[config.mk]
export PLATFORM = sky130hd
export DESIGN_NAME = deser_lock_ctrl
export DESIGN_NICKNAME = d
export VERILOG_FILES = /design/src/design/deser_pkg.sv /design/src/design/deser_lock_ctrl.sv /design/src/design/deser_word_decode.sv
export SDC_FILE = /design/constraint.sdc
export NUM_CORES = 1
export LEC_CHECK = 0
export ABC_AREA = 1
export BUFFER_PORTS_ARGS = -buffer_cell sky130_fd_sc_hd__clkbuf_2
export CAP_MARGIN = 25
export CORE_UTILIZATION = 50
export CTS_CLUSTER_DIAMETER = 50
export CTS_CLUSTER_SIZE = 30
export DETAILED_ROUTE_END_ITERATION = 8
export PLACE_DENSITY = 0.8
export REMOVE_ABC_BUFFERS = 1
export SYNTH_ARGS = -nofsm -noshare
export SYNTH_HDL_FRONTEND = slang
export SYNTH_SLANG_ARGS = --single-unit
[constraint.sdc]
create_clock -name clk -period 1.8 [get_ports clk]
set_input_delay 0.09 -clock clk [delete_from_list [all_inputs] [get_ports clk]]
set_output_delay 0.09 -clock clk [all_outputs]
set_load 0.005 [all_outputs]
[src/design/deser_pkg.sv]
// constants and types for the deserializer lock control
package deser_pkg;

   localparam int WORD_BITS   = 20;
   localparam int VIDEO_BITS  = 18;
   localparam int CTRL_BITS   = 9;
   localparam int VOTED_BITS  = 5;
   localparam int GROUP_BITS  = 6;
   localparam int GROUP_COUNT = 3;
   localparam int VOTE_FIRST  = 1;
   localparam int DIRECT_FIRST = 16;
   localparam int VIDEO_FIRST = 2;
   localparam int FLAG_A_BIT  = 0;
   localparam int FLAG_B_BIT  = 1;
   localparam int MID_BIT     = 9;

   // timing
   localparam int CLK_PERIOD_PS   = 8000;
   localparam int STAGGER_PS      = 1000;
   localparam int STAGGER_CYC_RAW = (STAGGER_PS + CLK_PERIOD_PS - 1)
                                    / CLK_PERIOD_PS;
   localparam int STAGGER_CYC     = (STAGGER_CYC_RAW < 1) ? 1
                                    : STAGGER_CYC_RAW;
   localparam int REF_LOCK_PLAIN  = 16928;
   localparam int REF_LOCK_SPREAD = 33600;
   localparam int SETTLE_CYC      = 288;
   localparam int TIMEOUT_CYC     = 4194304;
   localparam int BLANK_BITS      = 32000;
   localparam int ACT_GAP_CYC     = 64;
   localparam int STRETCH_CYC     = 2;
   localparam int SPREAD_DIV      = 1024;

   localparam logic [1:0] BAND_SLOW   = 2'h1;
   localparam logic [2:0] PCT_WIDE    = 3'h4;
   localparam logic [2:0] PCT_NARROW  = 3'h2;
   localparam logic [19:0] TRANS_WORD_DEF = 20'hF_C00F;

   // register map, byte addresses
   localparam int ADR_W = 4;
   localparam logic [3:0] ADR_STATUS = 4'h0;
   localparam logic [3:0] ADR_TRANS  = 4'h4;
   localparam logic [3:0] ADR_CTRL   = 4'h8;
   localparam int CTRL_RELOCK_BIT = 0;

   typedef enum logic [2:0] {
      ST_OFF     = 3'h0,
      ST_REFLOCK = 3'h1,
      ST_SEARCH  = 3'h3,
      ST_SETTLE  = 3'h2,
      ST_LOCKED  = 3'h6
   } lock_state_t;

   typedef struct packed {
      logic [1:0] band;
      logic       spread;
      logic       rising;
      logic       output_drive_en;
      logic       pwrN;
      logic       local_reference_clock;
   } pins_t;

   typedef struct packed {
      logic                  isVideo;
      logic [VIDEO_BITS-1:0] video;
      logic [CTRL_BITS-1:0]  ctrl;
   } dec_word_t;

   typedef struct packed {
      logic [2:0] peakPct;
      logic [9:0] phase;
   } spread_t;

endpackage

[src/design/deser_lock_ctrl.sv]
// lock acquisition, pclk source select and output control
`timescale 1ns/1ps
module deser_lock_ctrl
   import deser_pkg::*;
#(
   parameter bit          SPREAD_VARIANT = 1'b0,
   parameter int          REF_LOCK_CYC   = SPREAD_VARIANT ? REF_LOCK_SPREAD
                                                          : REF_LOCK_PLAIN,
   parameter int          TIMEOUT_LIM    = TIMEOUT_CYC,
   parameter int          BLANK_LIM      = BLANK_BITS,
   parameter logic [19:0] TRANS_RESET    = TRANS_WORD_DEF
)
(
   input  wire logic                  clk,
   input  wire logic                  arst_n,
   input  wire logic                  ce,
   input  wire logic                  refClkIn,
   input  wire logic                  powerDownN,
   input  wire logic                  outputDriveEn,
   input  wire logic                  risingLatch,
   input  wire logic                  spreadSel,
   input  wire logic [1:0]            rateBandSel,
   input  wire logic                  serialBit,
   input  wire logic                  serialStrobe,
   input  wire logic                  cyc_i,
   input  wire logic                  stb_i,
   input  wire logic                  we_i,
   input  wire logic [ADR_W-1:0]      adr_i,
   input  wire logic [3:0]            sel_i,
   input  wire logic [31:0]           dat_i,
   output logic [31:0]                dat_o,
   output logic                       ack_o,
   output logic                       lockN,
   output logic                       lockOe,
   output logic                       pclkOut,
   output logic                       dataOe,
   output logic [VIDEO_BITS-1:0]      videoWordOut,
   output logic [CTRL_BITS-1:0]       controlWordOut,
   output logic                       videoPhaseFlag,
   output logic                       slewFast,
   output spread_t                    spreadOut
);

   pins_t       pinRaw;
   pins_t       pinMeta;
   pins_t       pins;
   lock_state_t state;
   logic        refPrev;
   logic        refRise;
   logic        lastBit;
   logic [7:0]  gapCnt;
   logic        active;
   logic [WORD_BITS-1:0] sh;
   logic [WORD_BITS-1:0] shNext;
   logic [4:0]  bitCnt;
   logic        wordStrobe;
   logic        matchHit;
   logic [15:0] refCnt;
   logic [22:0] toCnt;
   logic        toTick;
   logic        timeout;
   logic [8:0]  settleCnt;
   logic [14:0] blankCnt;
   logic        ssPrev;
   logic [WORD_BITS-1:0] transWord;
   logic        relockReq;
   dec_word_t   dec;
   logic        dataValid;
   logic [VIDEO_BITS-1:0] vidNew;
   logic        stgRun;
   logic [3:0]  stgCnt;
   logic        recLevel;
   logic        useRec;
   logic        useRecPrev;
   logic [1:0]  stretchCnt;
   logic        pclkRaw;
   logic        wbHit;

   assign pinRaw = '{band: rateBandSel, spread: spreadSel,
                     rising: risingLatch, output_drive_en: outputDriveEn,
                     pwrN: powerDownN, local_reference_clock: refClkIn};

   // pin synchroniser
   always_ff @(posedge clk or negedge arst_n)
   begin
      if (!arst_n)
      begin
         pinMeta <= '0;
         pins    <= '0;
      end
      else if (ce)
      begin
         pinMeta <= pinRaw;
         pins    <= pinMeta;
      end
   end

   assign refRise = pins.local_reference_clock & ~refPrev;

   // serial activity watch
   always_ff @(posedge clk or negedge arst_n)
   begin
      if (!arst_n)
      begin
         refPrev <= 1'b0;
         lastBit <= 1'b0;
         gapCnt  <= 8'h00;
      end
      else if (ce)
      begin
         refPrev <= pins.local_reference_clock;
         if (serialStrobe)
         begin
            lastBit <= serialBit;
         end
         if (serialStrobe && serialBit != lastBit)
         begin
            gapCnt <= 8'h00;
         end
         else if (gapCnt != 8'(ACT_GAP_CYC))
         begin
            gapCnt <= gapCnt + 8'h01;
         end
      end
   end

   assign active = gapCnt != 8'(ACT_GAP_CYC);

   // word assembly, LSB first
   assign shNext     = {serialBit, sh[WORD_BITS-1:1]};
   assign wordStrobe = serialStrobe && bitCnt == 5'(WORD_BITS - 1);
   assign matchHit   = serialStrobe && shNext == transWord
                       && (state == ST_SEARCH || wordStrobe);

   always_ff @(posedge clk or negedge arst_n)
   begin
      if (!arst_n)
      begin
         sh     <= '0;
         bitCnt <= 5'h00;
      end
      else if (ce && serialStrobe)
      begin
         sh <= shNext;
         if ((state == ST_SEARCH && matchHit) || wordStrobe)
         begin
            bitCnt <= 5'h00;
         end
         else
         begin
            bitCnt <= bitCnt + 5'h01;
         end
      end
   end

   deser_word_decode u_decode (
      .word (shNext),
      .dec  (dec)
   );

   // pclk ticks: reference in search, words once recovered
   assign toTick  = (state == ST_SEARCH) ? refRise : wordStrobe;
   assign timeout = toTick && toCnt == 23'(TIMEOUT_LIM - 1);

   // acquisition state machine
   always_ff @(posedge clk or negedge arst_n)
   begin
      if (!arst_n)
      begin
         state     <= ST_OFF;
         refCnt    <= 16'h0000;
         toCnt     <= 23'h00_0000;
         settleCnt <= 9'h000;
      end
      else if (ce)
      begin
         if (!pins.pwrN)
         begin
            state <= ST_OFF;
         end
         else
         begin
            unique case (state)
               ST_OFF:
               begin
                  state  <= ST_REFLOCK;
                  refCnt <= 16'h0000;
               end
               ST_REFLOCK:
               begin
                  if (refRise)
                  begin
                     refCnt <= refCnt + 16'h0001;
                     if (refCnt == 16'(REF_LOCK_CYC - 1))
                     begin
                        state <= ST_SEARCH;
                        toCnt <= 23'h00_0000;
                     end
                  end
               end
               ST_SEARCH:
               begin
                  if (matchHit)
                  begin
                     state     <= SPREAD_VARIANT ? ST_SETTLE : ST_LOCKED;
                     settleCnt <= 9'h000;
                     toCnt     <= 23'h00_0000;
                  end
                  else if (timeout)
                  begin
                     toCnt <= 23'h00_0000;
                  end
                  else if (toTick)
                  begin
                     toCnt <= toCnt + 23'h00_0001;
                  end
               end
               ST_SETTLE:
               begin
                  if (!active)
                  begin
                     state <= ST_SEARCH;
                  end
                  else if (wordStrobe)
                  begin
                     settleCnt <= settleCnt + 9'h001;
                     if (settleCnt == 9'(SETTLE_CYC - 1))
                     begin
                        state <= ST_LOCKED;
                     end
                  end
               end
               ST_LOCKED:
               begin
                  if (!active || relockReq || timeout)
                  begin
                     state <= ST_SEARCH;
                     toCnt <= 23'h00_0000;
                  end
                  else if (matchHit)
                  begin
                     toCnt <= 23'h00_0000;
                  end
                  else if (toTick)
                  begin
                     toCnt <= toCnt + 23'h00_0001;
                  end
               end
            endcase
         end
      end
   end

   // spread change blanking and modulation phase
   always_ff @(posedge clk or negedge arst_n)
   begin
      if (!arst_n)
      begin
         ssPrev    <= 1'b0;
         blankCnt  <= 15'h0000;
         spreadOut <= '0;
      end
      else if (ce)
      begin
         ssPrev <= pins.spread;
         if (SPREAD_VARIANT && pins.spread != ssPrev && state != ST_OFF)
         begin
            blankCnt <= 15'(BLANK_LIM);
         end
         else if (serialStrobe && blankCnt != 15'h0000)
         begin
            blankCnt <= blankCnt - 15'h0001;
         end
         if (!SPREAD_VARIANT)
         begin
            spreadOut <= '0;
         end
         else
         begin
            spreadOut.peakPct <= pins.spread ? PCT_WIDE : PCT_NARROW;
            if (wordStrobe)
            begin
               spreadOut.phase <= spreadOut.phase + 10'h001;
            end
         end
      end
   end

   assign dataValid = state == ST_LOCKED && active && blankCnt == 15'h0000;

   // parallel outputs with staggered video groups
   always_ff @(posedge clk or negedge arst_n)
   begin
      if (!arst_n)
      begin
         videoWordOut   <= '0;
         controlWordOut <= '0;
         videoPhaseFlag <= 1'b0;
         vidNew         <= '0;
         stgRun         <= 1'b0;
         stgCnt         <= 4'h0;
      end
      else if (ce)
      begin
         if (!dataValid)
         begin
            videoWordOut   <= '0;
            controlWordOut <= '0;
            videoPhaseFlag <= 1'b0;
            stgRun         <= 1'b0;
         end
         else if (wordStrobe)
         begin
            videoPhaseFlag <= dec.isVideo;
            if (dec.isVideo)
            begin
               vidNew <= dec.video;
               stgRun <= 1'b1;
               stgCnt <= 4'h0;
            end
            else
            begin
               controlWordOut <= dec.ctrl;
            end
         end
         else if (stgRun)
         begin
            for (int g = 0; g < GROUP_COUNT; g++)
            begin
               if (stgCnt == 4'(g * STAGGER_CYC))
               begin
                  videoWordOut[g*GROUP_BITS +: GROUP_BITS] <=
                     vidNew[g*GROUP_BITS +: GROUP_BITS];
               end
            end
            stgCnt <= stgCnt + 4'h1;
            if (stgCnt == 4'((GROUP_COUNT - 1) * STAGGER_CYC))
            begin
               stgRun <= 1'b0;
            end
         end
      end
   end

   // pclk generation and source switch
   assign useRec = (state == ST_SETTLE || state == ST_LOCKED) && active;

   always_ff @(posedge clk or negedge arst_n)
   begin
      if (!arst_n)
      begin
         recLevel   <= 1'b0;
         useRecPrev <= 1'b0;
         stretchCnt <= 2'h0;
         pclkRaw    <= 1'b0;
      end
      else if (ce)
      begin
         // rising mid-word, falling when new data lands
         if (serialStrobe && bitCnt == 5'(MID_BIT))
         begin
            recLevel <= 1'b1;
         end
         else if (wordStrobe)
         begin
            recLevel <= 1'b0;
         end
         useRecPrev <= useRec;
         if (useRec != useRecPrev)
         begin
            stretchCnt <= 2'(STRETCH_CYC);
         end
         else if (stretchCnt != 2'h0)
         begin
            stretchCnt <= stretchCnt - 2'h1;
         end
         else
         begin
            pclkRaw <= useRec ? recLevel : pins.local_reference_clock;
         end
      end
   end

   // lock, enables and edge polarity
   always_ff @(posedge clk or negedge arst_n)
   begin
      if (!arst_n)
      begin
         lockN    <= 1'b1;
         lockOe   <= 1'b0;
         dataOe   <= 1'b0;
         pclkOut  <= 1'b0;
         slewFast <= 1'b0;
      end
      else if (ce)
      begin
         lockN  <= !(state == ST_LOCKED && active);
         lockOe <= pins.pwrN;
         dataOe <= pins.pwrN & pins.output_drive_en;
         pclkOut <= pins.rising ? pclkRaw : ~pclkRaw;
         slewFast <= pins.band != BAND_SLOW;
      end
   end

   // wishbone slave, ack one cycle after the request
   function automatic logic [31:0] lanes(input logic [31:0] old,
                                         input logic [31:0] nw,
                                         input logic [3:0]  sel);
      for (int b = 0; b < 4; b++)
      begin
         old[8*b +: 8] = sel[b] ? nw[8*b +: 8] : old[8*b +: 8];
      end
      lanes = old;
   endfunction

   assign wbHit = cyc_i && stb_i;

   always_ff @(posedge clk or negedge arst_n)
   begin
      if (!arst_n)
      begin
         ack_o     <= 1'b0;
         dat_o     <= 32'h0000_0000;
         transWord <= TRANS_RESET;
         relockReq <= 1'b0;
      end
      else if (ce)
      begin
         ack_o     <= wbHit && !ack_o;
         relockReq <= 1'b0;
         if (wbHit && !ack_o && !we_i)
         begin
            unique case (adr_i)
               ADR_STATUS: dat_o <= {25'h000_0000, blankCnt != 15'h0000,
                                     videoPhaseFlag, active, lockN, state};
               ADR_TRANS:  dat_o <= {12'h000, transWord};
               default:    dat_o <= 32'h0000_0000;
            endcase
         end
         if (wbHit && ack_o && we_i)
         begin
            if (adr_i == ADR_TRANS)
            begin
               transWord <= WORD_BITS'(lanes({12'h000, transWord}, dat_i,
                                             sel_i));
            end
            if (adr_i == ADR_CTRL && sel_i[0])
            begin
               relockReq <= dat_i[CTRL_RELOCK_BIT];
            end
         end
      end
   end
endmodule

[src/design/deser_word_decode.sv]
// splits one received 20-bit word into video or control fields
`timescale 1ns/1ps
module deser_word_decode
   import deser_pkg::*;
(
   input  wire logic [WORD_BITS-1:0] word,
   output dec_word_t                 dec
);

   function automatic logic vote3(input logic [2:0] v);
      vote3 = (v[0] & v[1]) | (v[0] & v[2]) | (v[1] & v[2]);
   endfunction

   always_comb
   begin
      // flag a tells video from control; flag b inverts video symbols
      dec.isVideo = word[FLAG_A_BIT];
      dec.video   = word[VIDEO_FIRST +: VIDEO_BITS]
                    ^ {VIDEO_BITS{word[FLAG_B_BIT]}};
      // triple copies voted, last four taken as sent
      for (int i = 0; i < VOTED_BITS; i++)
      begin
         dec.ctrl[i] = vote3(word[VOTE_FIRST + 3*i +: 3]);
      end
      dec.ctrl[CTRL_BITS-1:VOTED_BITS] =
         word[DIRECT_FIRST +: CTRL_BITS-VOTED_BITS];
   end

endmodule

==> After elaboration in Yosys (flattened, before gate mapping) <==
Cells that the tools add are included.
{ "classes": {"reduce_logical": 62, "add_sub_neg": 8, "mux": 55, "n_eq_ne": 38, "bitwise_logic": 32} }
{ "op_table": {"columns": ["operator", "n"], "rows": [
  ["23-bit two-way mux", 7],
  ["23-bit case mux with 3 select lines", 1],
  ["18-bit two-way mux", 3],
  ["9-bit two-way mux", 6],
  ["20-bit case mux with 2 select lines", 1],
  ["4-bit AND reduction", 9],
  ["16-bit case mux with 2 select lines", 1],
  ["3-bit two-way mux", 8],
  ["23-bit by 1-bit adder with 23-bit output, second input constant", 1],
  ["23-bit by 22-bit equality test with 1-bit output, second input constant", 1],
  ["20-bit equality test", 1],
  ["1-bit logical AND", 18],
  ["6-bit two-way mux", 3],
  ["2-bit inequality test, second input constant", 9],
  ["9-bit case mux with 2 select lines", 1],
  ["18-bit XOR", 1],
  ["1-bit AND", 17],
  ["16-bit by 1-bit adder with 16-bit output, second input constant", 1],
  ["16-bit by 15-bit equality test with 1-bit output, second input constant", 1],
  ["16-bit two-way mux", 1],
  ["8-bit two-way mux", 2],
  ["2-bit AND reduction", 8],
  ["15-bit zero test", 1],
  ["3-bit inequality test, second input constant", 5],
  ["other kinds (38)", 88]
]} }
{ "totals": {"inputBits": 55, "register_bits": 228, "output_inout_bits": 79} }

==> Logic depth before layout (Yosys ltp) <==
{ "logic_depth": {"word_depth": 8, "depth_mapped": 14, "ltp_nobuf": 14} }

==> By module <==
Synthesis repeated with hierarchy kept, for this count alone.
{ "unflattened": {"hier_cells": 1459, "area_unflattened_um2": 11250.8} }
{ "by_module_without_submodules": {"columns": ["module", "n_inst", "cells_per_inst", "seq_area_each_um2", "area_per_inst_um2"], "rows": [
  ["deser_lock_ctrl", 1, 1365, 5368.9, 10819.1],
  ["deser_word_decode", 1, 94, 0.0, 431.7]
]} }

==> Worst setup path after synthesis <==
Ideal clock, no wire load.
{ "synth_path": {"path_type": "reg-to-reg", "start": "register blankCnt[0]", "end": "register vidNew[0]", "arrival_ns": 1.709, "setup_slack_ns": -0.026, "stages_incl_launch_ff": 13, "cell_sequence": "dfrtp_1 -> inv_1 -> ha_1 -> nand2_1 -> nor2_2 -> nand3_1 -> nor2_2 -> nand2_4 -> nor3_4 -> inv_2 -> buf_6 -> nand2_1 -> nand2_1"} }
{ "synth_between": {"elab_chain_cells": 3} }
{ "synth_rtl": {"columns": ["element", "line_no", "source"], "rows": [
  ["from (decl)", "deser_lock_ctrl.sv:63", "logic [14:0] blankCnt;"],
  ["from (signal assigned)", "deser_lock_ctrl.sv:268", "blankCnt <= 15'(BLANK_LIM);"],
  ["from (signal assigned)", "deser_lock_ctrl.sv:272", "blankCnt <= blankCnt - 15'h0001;"],
  ["15-bit zero test", "deser_lock_ctrl.sv:289", "assign dataValid = state == ST_LOCKED && active && blankCnt == 15'h0000;"],
  ["1-bit logical AND", "deser_lock_ctrl.sv:289", null],
  ["4-bit AND reduction (no line)", null, null],
  ["to (signal assigned)", "deser_lock_ctrl.sv:317", "vidNew <= dec.video;"],
  ["to (decl)", "deser_lock_ctrl.sv:69", "logic [VIDEO_BITS-1:0] vidNew;"]
]} }
No other way between the ends.
A chain may end at the register's enable or synchronous reset.

==> Final worst setup path <==
{ "layout_path": {"start": "register blankCnt[10]", "end": "register stgCnt[3]"} }
{ "layout_between": {"elab_chain_cells": 3} }
{ "layout_rtl": {"columns": ["element", "line_no", "source"], "rows": [
  ["15-bit zero test", "deser_lock_ctrl.sv:289", null],
  ["1-bit logical AND", "deser_lock_ctrl.sv:289", null],
  ["4-bit AND reduction (no line)", null, null],
  ["to (signal assigned)", "deser_lock_ctrl.sv:336", "stgCnt <= stgCnt + 4'h1;"],
  ["to (decl)", "deser_lock_ctrl.sv:71", "logic [3:0] stgCnt;"]
]} }
No other way between the ends.

==> results.tsv <==
metric	value	unit
hold_viol_final	0	
required	2210	ps
postSynthCellCount	1376	
synthMuxAreaShare	0.101	%
ys_types	60	
die-area	0.0229	mm^2
avgSynthCellArea	8.10	um^2
powerDensity	963	mW/mm^2
synth_seq_cells	214	
synth-simple-area-share	27.0	%
clock-root-buffer	clkbuf_16	
min_path_type	in -> reg	
drc	1	
antenna_found_initial	0	
row_count	54	
critPathLaunch	blankCnt[10]	
grt_pass1_vias	10900	
status	finished, violations left	
drv_cap	0	
io_buffers	94	
max-vdd-ir-drop	829	uV
fin_cells	2055	
cp_top_family	simple AND/OR/NAND/NOR gates	
path_class	reg -> reg	
critPathCaptureType	register	
dp_slack	-207	ps
synth_compound_gate_area_share	11.5	%
path_max_fanout	5	
nNetsFinal	1828	
post-route-period-util	128	%
synth_xor_area_share	2.99	%
leakage	7.96	nW
r2r_start	blankCnt[10]	
yosysTopAreaCellShare	45.6	%
synth_area	0.0111	mm^2
io_pins	134	
grt.total_usage	29.5	%
hold_start	sel_i[1]	
cp_num_buf_inv	0	
slowest_stage	dfrtp_2	
cts_buffers	25	
start_util	51.1	%
fin_crit	2300	ps
total_power	15.8	mW
grt_max_degree	52	
wirelength	44.6	mm
grt_pass1_wl	53.1	mm
first_iter_violations	1854	
synth.yosys.seq_area_share	48.2	%
yosys_warnings	0	
htree_levels	1	
worst_setup_path_start_kind	register	
cts_buffer_depth	3	
finalMaxSlewViolations	0	
cts_tree	done	
insertion_delay	550	ps
yosysMostFrequentCell	nand2_1	
viasPerCell	6.08	
synth_edf_count	0	
fin_util	75.1	%
drt-wirelength-per-cell	21.7	um
fin_skew	36.4	ps
max_slew_margin	60.2	%
gp_congestion	0.893	
die_y	151	um
yosysTopAreaCell	dfrtp_1	
fillers	1178	
worst_slew_pin_slew	596	ps
synth_ff_type	dfrtp_1	
regArea	0.00537	mm^2
syn2layout_area_growth	47.0	%
fp.coreArea	0.0218	mm^2
setup_slack	-495	ps
arrival	2700	ps
dp_hpwl	20.8	mm
ant_nets	0	
setup_viol	109	
synthArstFlopShare	100	%
crit_path_max_incr_delay	430	ps
rsz0062_at_grt	yes	
failed_checks	DRC, setup timing	
synth_fa_ha_area_share	1.68	%
drive_gt1_share	38.2	%
clkTransAtPathRegs	90	ps
max_freq	436	MHz
drtPass1Iterations	9	
synth_common_cells	358 x nand2_1, 203 x dfrtp_1, 149 x nor2_1	
die_x	151	um
ys_top_cells_by_area	dfrtp_1 46%, nand2_1 12%, nor2_1 5.0%	
multi_input_area	0.00603	mm^2
via_count	12500	
path_cells	nor2_4, nand3_1, nor2_1, nand3_4, nor2_4, nand3_2, nor2_2, xnor2_2, nor2_1	
globalRouteOverflowTotal	0	
diodes	0	
cts.sink_count	214	
synth_top_family_by_area	simple AND/OR/NAND/NOR gates	
placed_cells	1896	
worst min-delay path: stages:
cell	delay, ps
clkbuf_2	90
nand3_1	80
buf_4	210
a21oi_1	90
metal layers:
metal,vias to the layer above,global-route usage (%),share of wire (%)
met5,-,0,0
met1,5892,37.6,35
li1,5174,-,-
met3,323,5.18,12
met2,1110,49.2,46
met4,0,13.0,7.2
stage by stage:
stage	hold WS, ps	cell area, um^2	setup TNS [ps]
final	24.6	16400	-23460
after global routing	51.1	16400	-30420
after CTS	8.84	15000	-2100
after detailed placement	80.2	13200	-9320
after global placement	75.8	13200	-4070
after floorplan	-206	10900	-13040
sequential cells by signal, summed over array words and instances, names as in the netlist, 6 cells and up:
signal and flops:
blankCnt 15, settleCnt 9, videoWordOut 18, controlWordOut 9, refCnt 16, pins 6
sh 18, pinMeta 6, gapCnt 8, transWord 20, toCnt 23, dat_o 20
vidNew 18
final cells by class:
cell class / count / share of cell area [%]
inverters: 155 / 3.88
clock buffers: 29 / 4.09
repair buffers: 384 / 19.3
flip-flops and latches: 214 / 32.8
multi-input cells: 978 / 36.8
well taps: 280 / 2.14
clock inverters: 15 / 0.985
what timing repair did:
| action | in CTS | in global routing |
|---|---|---|
| gates resized for setup | 103 | 242 |
| endpoints found under the hold margin | 241 | 0 |
| cloned | 4 | 5 |
| setup buffers | 26 | 43 |
| pin swaps | 56 | 74 |
| endpoints found under the setup margin | 103 | 118 |
| hold buffers | 40 | 0 |
power by group:
group / internal (mW) / switching [mW]
combinational: 1.89 / 2.70
sequential: 5.35 / 0.555
clock: 2.81 / 2.48
layout by cell type, fill, tap and decap left out, drive strengths merged, types with 4 or more instances in the layout:
master	n
nand2	377
buf	246
dfrtp	203
nor2	168
inv	162
clkbuf	127
o21ai	95
nand3	65
a21oi	62
dlygate4sd3	40
nor3	33
conb	25
xor2	22
nand4	21
o31ai	17
xnor2	16
ha	15
a31oi	13
dfstp	11
o22ai	11
or2	7
clkinv	7
a2bb2oi	5
nor4	4
nor3b	4
worst paths after layout:
| path | end | slack (ps) | cells after the start |
|---|---|---|---|
| max | stgCnt[3] | -500 | 9 |
| min | transWord[15] | 20 | 4 |
| max reg2reg | stgCnt[3] | -500 | 9 |
| min reg2reg | pinMeta[6] | 480 | 2 |
| max in group asynchronous | transWord[3] | 1040 | 3 |
| min in group asynchronous | sh[14] | 70 | 2 |
logic make-up after synthesis:
kind of cell / after synthesis
buffers and inverters: 210
DFF: 214
muxes: 1
other: 1
adders and majority gates: 15
AOI/OAI and AO/OA: 215
xor gates and xnor gates: 38
and+or+nand+nor: 682
Power figures use the tool's default switching activity.
